**src/pkg/iph_pkg.sv**
```systemverilog
// Package: register map, field positions, timing and carrier types for the link handshake block
package iph_pkg;
  // Register byte addresses (each register one aligned word)
  localparam logic [7:0] IPH_ADDR_CONTROL = 8'h00;
  localparam logic [7:0] IPH_ADDR_STATUS = 8'h80; // Card register 32, index times four
  localparam logic [7:0] IPH_ADDR_CMD = 8'h04;
  localparam int IPH_STATUS_INDEX = 32;
  localparam int IPH_ADDR_BITS = 8;

  // Control word fields
  localparam int IPH_CTL_ALERT = 0;
  localparam int IPH_CTL_END_WARN = 1;
  localparam int IPH_CTL_RX_PEND = 2;
  localparam int IPH_CTL_TX_PEND = 3;
  localparam int IPH_CTL_SENSE = 4;
  localparam int IPH_CTL_TEST_LO = 7;
  localparam int IPH_CTL_REQ_EN = 8;
  localparam int IPH_CTL_LEVEL_SEL = 10;
  localparam int IPH_CTL_TEST_HI = 15;
  localparam logic [15:0] IPH_CTL_RESET = 16'h0000; // Pulse mode after reset
  localparam logic [15:0] IPH_CTL_WMASK = 16'hFFFF;

  // Status word fields
  localparam int IPH_ST_REMOTE_LO = 0;
  localparam int IPH_ST_LOCAL_LO = 8;
  localparam int IPH_ST_CMD_SENSE = 4;
  localparam int IPH_ST_TEST_LO = 7;
  localparam int IPH_ST_CHAN_ACT = 13;
  localparam int IPH_ST_TEST_HI = 15;

  // Command register field: bit 0 fires a command pulse or sets the level
  localparam int IPH_CMD_FIRE = 0;

  // AXI responses
  localparam logic [1:0] IPH_RESP_OKAY = 2'h0;
  localparam logic [1:0] IPH_RESP_SLVERR = 2'h2;

  // Timing: command pulse
  localparam int IPH_CLK_PERIOD_PS = 10000;
  localparam int IPH_PULSE_PS = 227000;
  localparam int IPH_PULSE_CYC = IPH_PULSE_PS / IPH_CLK_PERIOD_PS; // Rounds down to 22 cycles, 220 ns
  localparam logic [4:0] IPH_PULSE_LAST = 5'(IPH_PULSE_CYC - 1);

  // Four link control lines, in bit order
  typedef struct packed {
    logic txPend;
    logic rxPend;
    logic endWarn;
    logic alert;
  } iph_lines_t;

  // AXI4-Lite request and answer carriers
  typedef struct packed {
    logic [IPH_ADDR_BITS-1:0] awaddr;
    logic awvalid;
    logic [31:0] wdata;
    logic [3:0] wstrb;
    logic wvalid;
    logic bready;
    logic [IPH_ADDR_BITS-1:0] araddr;
    logic arvalid;
    logic rready;
  } iph_axi_req_t;

  typedef struct packed {
    logic awready;
    logic wready;
    logic [1:0] bresp;
    logic bvalid;
    logic arready;
    logic [31:0] rdata;
    logic [1:0] rresp;
    logic rvalid;
  } iph_axi_rsp_t;
endpackage

```
**src/logic/iph_link_handshake.sv**
```systemverilog
// Link handshake block: AXI4-Lite register slave, control lines out, live status in
//
// The register offsets and the AXI4-Lite slave port were left to the implementer.
`timescale 1ns/1ps
// Notes on behaviour
// - Alert bit interrupts remote computer
// - Receive pending line tracks active read
// - Send pending line tracks active write
// - Control bits zero to three drive lines
// - Status shows local and remote lines
// - Status bit three: remote sending
// - Status bit two: remote receiving
// - Control bit ten selects level or pulse
// - Reset gives pulse mode, short pulse
// - Status readable at card register 32
module iph_link_handshake
  import iph_pkg::*;
(
  input wire logic clock,
  input wire logic resetn,
  // AXI4-Lite slave
  input wire iph_axi_req_t axiReq,
  output iph_axi_rsp_t axiRsp,
  // Link lines toward and from the far card
  output iph_lines_t localLines,
  input wire iph_lines_t remoteLines,
  // Card side pins
  output logic requestEnable,
  output logic senseOut,
  output logic lowerTestBit,
  output logic upperTestBit,
  output logic deviceCommandOut,
  input wire logic commandSenseIn,
  input wire logic transferChannelActive
);
  typedef struct packed {
    logic [15:0] control;
    logic cmdLevel;
    logic cmdFire;
    logic awHeld;
    logic [IPH_ADDR_BITS-1:0] awAddr;
    logic wHeld;
    logic [31:0] wData;
    logic [3:0] wStrb;
    logic bValid;
    logic [1:0] bResp;
    logic rValid;
    logic [31:0] rData;
    logic [1:0] rResp;
  } iph_state_t;

  iph_state_t state_q, state_d;
  iph_lines_t remoteSync;
  logic [1:0] cardSync;
  logic [15:0] statusWord;
  logic doWrite;
  logic doRead;

  // Merge byte-enabled write data into a 16-bit register
  function automatic logic [15:0] merge16(input logic [15:0] old, input logic [31:0] data,
                                          input logic [3:0] strb);
    logic [15:0] res;
    res = old;
    if (strb[0]) res[7:0] = data[7:0];
    if (strb[1]) res[15:8] = data[15:8];
    return res;
  endfunction

  // Remote lines and card pins cross in through three stages
  iph_line_sync #(.WIDTH(4)) uRemoteSync (
    .clock(clock),
    .resetn(resetn),
    .rawIn(remoteLines),
    .syncOut(remoteSync)
  );

  iph_line_sync #(.WIDTH(2)) uCardSync (
    .clock(clock),
    .resetn(resetn),
    .rawIn({transferChannelActive, commandSenseIn}),
    .syncOut(cardSync)
  );

  // Status word: local lines high, remote lines low; remote lines and card pins live samples, local lines and test bits from control
  always_comb begin
    statusWord = '0;
    statusWord[IPH_ST_LOCAL_LO +: 4] = state_q.control[IPH_CTL_ALERT +: 4];
    statusWord[IPH_ST_REMOTE_LO +: 4] = remoteSync;
    statusWord[IPH_ST_CMD_SENSE] = cardSync[0];
    statusWord[IPH_ST_TEST_LO] = state_q.control[IPH_CTL_TEST_LO];
    statusWord[IPH_ST_CHAN_ACT] = cardSync[1];
    statusWord[IPH_ST_TEST_HI] = state_q.control[IPH_CTL_TEST_HI];
  end

  // Write goes once both address and data are held and no response is pending
  assign doWrite = state_q.awHeld && state_q.wHeld && !state_q.bValid;
  assign doRead = axiReq.arvalid && !state_q.rValid;

  // Bus slave and register updates
  always_comb begin
    state_d = state_q;
    state_d.cmdFire = 1'b0;
    if (axiReq.awvalid && !state_q.awHeld) begin
      state_d.awHeld = 1'b1;
      state_d.awAddr = axiReq.awaddr;
    end
    if (axiReq.wvalid && !state_q.wHeld) begin
      state_d.wHeld = 1'b1;
      state_d.wData = axiReq.wdata;
      state_d.wStrb = axiReq.wstrb;
    end
    if (doWrite) begin
      state_d.awHeld = 1'b0;
      state_d.wHeld = 1'b0;
      state_d.bValid = 1'b1;
      state_d.bResp = IPH_RESP_OKAY;
      case (state_q.awAddr)
        IPH_ADDR_CONTROL: begin
          state_d.control = merge16(state_q.control, state_q.wData, state_q.wStrb) & IPH_CTL_WMASK;
        end
        IPH_ADDR_CMD: begin
          if (state_q.wStrb[0]) begin
            state_d.cmdLevel = state_q.wData[IPH_CMD_FIRE];
            state_d.cmdFire = state_q.wData[IPH_CMD_FIRE];
          end
        end
        IPH_ADDR_STATUS: begin
          state_d.bResp = IPH_RESP_SLVERR; // Status is read-only
        end
        default: begin
          state_d.bResp = IPH_RESP_SLVERR;
        end
      endcase
    end
    if (state_q.bValid && axiReq.bready) begin
      state_d.bValid = 1'b0;
    end
    if (state_q.rValid && axiReq.rready) begin
      state_d.rValid = 1'b0;
    end
    if (doRead) begin
      state_d.rValid = 1'b1;
      state_d.rResp = IPH_RESP_OKAY;
      case (axiReq.araddr)
        IPH_ADDR_STATUS: state_d.rData = {16'h0000, statusWord};
        IPH_ADDR_CONTROL: state_d.rData = 32'h0000_0000; // Write-only, reads zero
        IPH_ADDR_CMD: state_d.rData = {31'h0000_0000, state_q.cmdLevel};
        default: begin
          state_d.rData = 32'h0000_0000;
          state_d.rResp = IPH_RESP_SLVERR;
        end
      endcase
    end
  end

  always_ff @(posedge clock or negedge resetn) begin
    if (!resetn) begin
      state_q <= '0;
      state_q.control <= IPH_CTL_RESET;
    end else begin
      state_q <= state_d;
    end
  end

  // Bus answers; awready and wready come from the registered held flags, arready from the registered rValid
  assign axiRsp.awready = !state_q.awHeld;
  assign axiRsp.wready = !state_q.wHeld;
  assign axiRsp.bvalid = state_q.bValid;
  assign axiRsp.bresp = state_q.bResp;
  assign axiRsp.arready = !state_q.rValid;
  assign axiRsp.rvalid = state_q.rValid;
  assign axiRsp.rdata = state_q.rData;
  assign axiRsp.rresp = state_q.rResp;

  // Control bits straight to link lines; software owns the handshake meaning
  assign localLines.alert = state_q.control[IPH_CTL_ALERT];
  assign localLines.endWarn = state_q.control[IPH_CTL_END_WARN];
  assign localLines.rxPend = state_q.control[IPH_CTL_RX_PEND];
  assign localLines.txPend = state_q.control[IPH_CTL_TX_PEND];
  assign requestEnable = state_q.control[IPH_CTL_REQ_EN];
  assign senseOut = state_q.control[IPH_CTL_SENSE];
  assign lowerTestBit = state_q.control[IPH_CTL_TEST_LO];
  assign upperTestBit = state_q.control[IPH_CTL_TEST_HI];

  // Command output, pulse after reset unless level is selected
  iph_cmd_pulse uCmd (
    .clock(clock),
    .resetn(resetn),
    .levelMode(state_q.control[IPH_CTL_LEVEL_SEL]),
    .fire(state_q.cmdFire),
    .levelValue(state_q.cmdLevel),
    .cmdOut(deviceCommandOut)
  );

  a_lines_follow: assert property (@(posedge clock) disable iff (!resetn)
    localLines == state_q.control[3:0])
    else $error("link lines differ from control bits");
  a_ctl_write: assert property (@(posedge clock) disable iff (!resetn)
    (doWrite && state_q.awAddr == IPH_ADDR_CONTROL && state_q.wStrb == 4'hF)
      |=> localLines == $past(state_q.wData[3:0]))
    else $error("control write not applied");
  a_alert_out: assert property (@(posedge clock) disable iff (!resetn)
    $rose(localLines.alert) |-> $past(doWrite) && $past(state_q.awAddr) == IPH_ADDR_CONTROL)
    else $error("alert line raised without a control write");
  a_local_status: assert property (@(posedge clock) disable iff (!resetn)
    statusWord[11:8] == localLines)
    else $error("local status field wrong");
  a_remote_send: assert property (@(posedge clock) disable iff (!resetn)
    (remoteLines.txPend [*5]) |-> statusWord[3])
    else $error("remote send not shown");
  a_remote_recv: assert property (@(posedge clock) disable iff (!resetn)
    (!remoteLines.rxPend [*5]) |-> !statusWord[2])
    else $error("remote receive shown wrongly");
  a_status_read: assert property (@(posedge clock) disable iff (!resetn)
    doRead && axiReq.araddr == IPH_ADDR_STATUS |=> axiRsp.rvalid && axiRsp.rdata[15:0] == $past(statusWord))
    else $error("status read wrong");
  a_pulse_default: assert property (@(posedge clock) disable iff (!resetn)
    $rose(resetn) |-> !state_q.control[IPH_CTL_LEVEL_SEL])
    else $error("reset did not select pulse mode");
  a_rx_pend: assert property (@(posedge clock) disable iff (!resetn)
    localLines.rxPend == state_q.control[IPH_CTL_RX_PEND])
    else $error("receive pending line wrong");
  a_tx_pend: assert property (@(posedge clock) disable iff (!resetn)
    localLines.txPend == state_q.control[IPH_CTL_TX_PEND])
    else $error("send pending line wrong");
  a_level_mode: assert property (@(posedge clock) disable iff (!resetn)
    (state_q.control[IPH_CTL_LEVEL_SEL] [*2]) |-> deviceCommandOut == $past(state_q.cmdLevel))
    else $error("level mode output wrong");
  c_write: cover property (@(posedge clock) disable iff (!resetn) doWrite);
  c_read: cover property (@(posedge clock) disable iff (!resetn) doRead && axiReq.araddr == IPH_ADDR_STATUS);
  c_remote: cover property (@(posedge clock) disable iff (!resetn) statusWord[3] && statusWord[2]);
endmodule // iph_link_handshake

```
**src/logic/iph_line_sync.sv**
```systemverilog
// Three-stage input synchroniser that accepts a change once stages two and three agree
`timescale 1ns/1ps
module iph_line_sync
  import iph_pkg::*;
#(
  parameter int WIDTH = 4
) (
  input wire logic clock,
  input wire logic resetn,
  input wire logic [WIDTH-1:0] rawIn,
  output logic [WIDTH-1:0] syncOut
);
  typedef struct packed {
    logic [WIDTH-1:0] s1;
    logic [WIDTH-1:0] s2;
    logic [WIDTH-1:0] s3;
    logic [WIDTH-1:0] held;
  } iph_sync_state_t;

  iph_sync_state_t state_q, state_d;

  // Stage one feeds only stage two; agreement filters a single stray sample
  always_comb begin
    state_d = state_q;
    state_d.s1 = rawIn;
    state_d.s2 = state_q.s1;
    state_d.s3 = state_q.s2;
    for (int i = 0; i < WIDTH; i++) begin
      if (state_q.s2[i] == state_q.s3[i]) begin
        state_d.held[i] = state_q.s3[i];
      end
    end
  end

  always_ff @(posedge clock or negedge resetn) begin
    if (!resetn) begin
      state_q <= '0;
    end else begin
      state_q <= state_d;
    end
  end

  assign syncOut = state_q.held;
endmodule // iph_line_sync

```
**src/logic/iph_cmd_pulse.sv**
```systemverilog
// Device-command output generator: fixed-width pulse or held level
`timescale 1ns/1ps
module iph_cmd_pulse
  import iph_pkg::*;
(
  input wire logic clock,
  input wire logic resetn,
  input wire logic levelMode,
  input wire logic fire,
  input wire logic levelValue,
  output logic cmdOut
);
  typedef struct packed {
    logic busy;
    logic [4:0] count;
    logic out;
  } iph_pulse_state_t;

  iph_pulse_state_t state_q, state_d;

  // Pulse mode counts a fixed width; level mode follows the stored level
  always_comb begin
    state_d = state_q;
    if (levelMode) begin
      state_d.busy = 1'b0;
      state_d.count = '0;
      state_d.out = levelValue;
    end else if (state_q.busy) begin
      if (state_q.count == IPH_PULSE_LAST) begin
        state_d.busy = 1'b0;
        state_d.out = 1'b0;
      end else begin
        state_d.count = state_q.count + 5'h01;
      end
    end else if (fire) begin
      state_d.busy = 1'b1;
      state_d.count = '0;
      state_d.out = 1'b1;
    end else begin
      state_d.out = 1'b0;
    end
  end

  always_ff @(posedge clock or negedge resetn) begin
    if (!resetn) begin
      state_q <= '0;
    end else begin
      state_q <= state_d;
    end
  end

  assign cmdOut = state_q.out;

  a_pulse_width: assert property (@(posedge clock) disable iff (!resetn)
    (!levelMode && $rose(cmdOut)) |-> (cmdOut && !levelMode) [*8] ##0 1)
    else $error("command pulse too short");
  a_level_follow: assert property (@(posedge clock) disable iff (!resetn)
    (levelMode && $past(levelMode)) |-> cmdOut == $past(levelValue))
    else $error("level mode output does not follow level");
  c_pulse: cover property (@(posedge clock) disable iff (!resetn) $fell(cmdOut) && !levelMode);
endmodule // iph_cmd_pulse

```
**config.mk**
```make
export PLATFORM = sky130hd
export DESIGN_NAME = iph_link_handshake
export DESIGN_NICKNAME = d
export VERILOG_FILES = /design/src/pkg/iph_pkg.sv /design/src/logic/iph_link_handshake.sv /design/src/logic/iph_line_sync.sv /design/src/logic/iph_cmd_pulse.sv
export SDC_FILE = /design/constraint.sdc
export NUM_CORES = 1
export LEC_CHECK = 0
export ABC_AREA = 1
export BUFFER_PORTS_ARGS = -buffer_cell sky130_fd_sc_hd__buf_4
export CAP_MARGIN = 20
export CORE_ASPECT_RATIO = 2
export CORE_MARGIN = 8
export CORE_UTILIZATION = 45
export DETAILED_ROUTE_END_ITERATION = 10
export PLACE_DENSITY = 0.79
export SKIP_LAST_GASP = 1
export SLEW_MARGIN = 20
export SYNTH_ARGS = -nofsm -noshare
export SYNTH_HDL_FRONTEND = slang
export SYNTH_HIERARCHICAL = 1
export SYNTH_SLANG_ARGS = --single-unit
```
**constraint.sdc**
```tcl
create_clock -name clock -period 1.4 [get_ports clock]
set_input_delay 0.14 -clock clock [delete_from_list [all_inputs] [get_ports clock]]
set_output_delay 0.14 -clock clock [all_outputs]
set_load 0.02 [all_outputs]
```
==> results.json <==
{
  "ir_drop_mv": 0.9284,
  "ant_nets": 0,
  "place_area_um2": 3881,
  "dr_total_vias": 2462,
  "final_area_um2": 4250,
  "hpwl_um": 5314,
  "hold_viol_final": 0,
  "yosysSeqAreaShare": 0.5607,
  "reg2reg_from": "uCmd/state_q[2]",
  "slew_viol_final": 0,
  "clkLatencyLatePin_ns": 0.33,
  "antenna_found_initial": 0,
  "cpMostUsedCell": "nand2_1",
  "regArea_um2": 1977,
  "clockBufferDepth": 2,
  "root_buffer": "clkbuf_16",
  "ys.flop_type": "dfrtp_1",
  "via_per_inst": 4.716,
  "io_pins": 115,
  "synth_top_cells_by_area": "dfrtp_1, buf_4, nand2_1, inv_1, mux2_2",
  "design.core.area_um2": 7601,
  "arrival_ns": 1.57,
  "synth_area_leader_cell": "dfrtp_1",
  "finalWirelength_um": 6863,
  "firstDrtPassIters": 5,
  "grt_pass1_vias": 2530,
  "required_ns": 1.66,
  "crit_type": "reg -> reg",
  "die_area_um2": 11100,
  "critPathBufInv": 2,
  "drive_gt1_frac": 0.2827,
  "fin_nets": 491,
  "synthesis.area_um2": 3526,
  "synth_edf_count": 0,
  "die_w_um": 78.59,
  "ys_ff_latch": 79,
  "hold_end": "state_q[46]",
  "initial_core_util": 0.4639,
  "grt_start_max_net_pins": 38,
  "tns_ns": 0,
  "clock-skew-final_ns": 0.003383,
  "setup_violations": 0,
  "hp-start": "axiReq[20]",
  "cts_buffers": 9,
  "critPathMaxFanout": 5,
  "reg2reg_slack_ns": 0.09,
  "grtUsageTotal": 0.1294,
  "hold_path.class": "in -> reg",
  "worstReg2RegEnd": "uCmd/state_q[2]",
  "max_stage_delay_ns": 0.42,
  "grt_overflow_total": 0,
  "portBuffers": 67,
  "cp_top_family": "flip-flops",
  "wire_per_inst_um": 13.15,
  "fmax_mhz": 762.6,
  "rsz0062_at_grt": "no",
  "hold_path_depth": 2,
  "htree_levels": 3,
  "power_leakage_nw": 2.218,
  "n_antenna_cell": 0,
  "crit_chain": "inv_1, ha_1, nand2_1, inv_1, a21oi_1, nand2_1, nand2_1",
  "grt_pass1_wl_um": 11430,
  "synth_top_area_frac": 0.5607,
  "drt_iter0_markers": 124,
  "cp-start-kind": "flip-flop",
  "syn2layout_area_growth_pct": 20.55,
  "num_rows": 45,
  "pwr_density_cell_nw_per_um2": 1571,
  "fill_cells": 669,
  "r2r_cells": 7,
  "ys_warn_count": 6,
  "netlist_top_cells_count": "nand2_1, dfrtp_1, buf_4",
  "postCtsSetupBuffers": 0,
  "multi_input_area_um2": 1084,
  "gp_congestion": 0.7485,
  "cts_sinks": 79,
  "synth.most_common_cell": "nand2_1",
  "die_height_um": 141.2,
  "synth_cell_types": 24,
  "clk_pin_slew_ns": 0.05,
  "cts_tree": "done",
  "cp-end-kind": "flip-flop",
  "drv_cap": 0,
  "status": "finished clean",
  "post-route-min-period_ns": 1.311,
  "syn_area_per_cell_um2": 9.713,
  "post-route-drc-count": 0,
  "syn_inst": 363,
  "async_flop_share": 1.000,
  "fin_crit_sh": 0.9366,
  "critPathSlowestCell": "dfrtp_1"
}
timing repair:
action | CTS | global route
hold buffers | 9 | 0
endpoints found under the hold margin | 87 | 0
resized for setup | 0 | 0
kinds of logic after synthesis:
group                    after synthesis  synth area share
AO/OA/AOI/OAI                         34           0.05146
adder cells (fa/ha/maj)                2          0.007096
buffers and inverters                 90            0.1544
flip-flops                            79            0.5607
multiplexers                          14           0.04791
other                                  1          0.001064
AND/OR/NAND/NOR                      143            0.1774
cell usage in the layout (no fill, tap or decap), types with 2 or more instances in the layout:
cell,instances
inv_1,33
mux2_4,3
nand2_4,2
nand3_1,21
inv_2,3
nand2_1,84
clkinv_2,4
nand4_1,2
mux2_2,11
nor2_1,20
o21ai_1,11
conb_1,22
clkbuf_16,9
nand2_2,5
nor2_2,6
buf_4,73
a21oi_1,12
dlygate4sd3_1,9
o21ai_0,10
dfrtp_1,79
ha_1,2
flip-flops by register name, summed over array words and instances, names as in the netlist:
register             cells
senseOut                 1
uCmd/cmdOut              1
localLines               4
upperTestBit             1
lowerTestBit             1
uCmd/state_q             6
uCardSync/state_q        2
uCardSync/syncOut        2
uRemoteSync/state_q      4
uRemoteSync/state_d      8
uCardSync/state_d        4
axiRsp                  16
requestEnable            1
uRemoteSync/syncOut      4
state_q                 24
worst reg2reg max path, stage by stage (launching register included):
cell and delay, ns:
dfrtp_1 0.42, inv_1 0.07, ha_1 0.17, nand2_1 0.06, inv_1 0.05, a21oi_1 0.30, nand2_1 0.10, nand2_1 0.09
cell type report:
type / instances / share of cell area
Multi-Input combinational cell: 215 / 0.2549
Tap cell: 94 / 0.02767
Clock buffer: 10 / 0.05387
Sequential cell: 79 / 0.4651
Clock inverter: 5 / 0.01178
Inverter: 36 / 0.03179
Timing Repair Buffer: 83 / 0.1548
metrics by stage:
stage	power, mW	setup slack, ns	utilization	instances	hold WS [ns]
after floorplan	4.162	0.2530	-	384	-0.1556
after global placement	4.451	0.1413	0.5106	498	0.02892
after detailed placement	4.532	0.1078	0.5106	498	0.03078
after CTS	6.772	0.09175	0.5592	522	0.02858
after global routing	7.047	0.005176	0.5592	522	0.03681
final	6.679	0.08875	0.5592	522	0.04378
power breakdown:
| group | leakage, nW | switching (mW) | internal (mW) | total, mW |
|---|---|---|---|---|
| Clock | 0.142 | 0.812 | 1.36 | 2.17 |
| Combinational | 1.09 | 0.818 | 0.644 | 1.46 |
| Sequential | 0.989 | 0.311 | 2.74 | 3.05 |
worst max path at each step:
| stage | cells past startpoint | end | startpoint | slack [ns] |
|---|---|---|---|---|
| floorplan | 4 | state_q[50] | state_q[74] | 0.25 |
| global placement | 6 | uCmd/state_q[2] | uCmd/state_q[1] | 0.14 |
| detailed placement | 6 | uCmd/state_q[2] | uCmd/state_q[1] | 0.11 |
| CTS | 6 | uCmd/state_q[2] | uCmd/state_q[1] | 0.09 |
| global route | 7 | uCmd/state_q[2] | uCmd/state_q[2] | 0.005 |
| finish | 7 | uCmd/state_q[2] | uCmd/state_q[2] | 0.09 |
metal layers:
metal | wire, µm | GRT usage
met1 | 2454 | 0.1245
met3 | 495 | 0.04713
met5 | 0 | 0
met4 | 116 | 0.05015
met2 | 3796 | 0.2384
No activity file was read; power rests on OpenSTA's default activity.
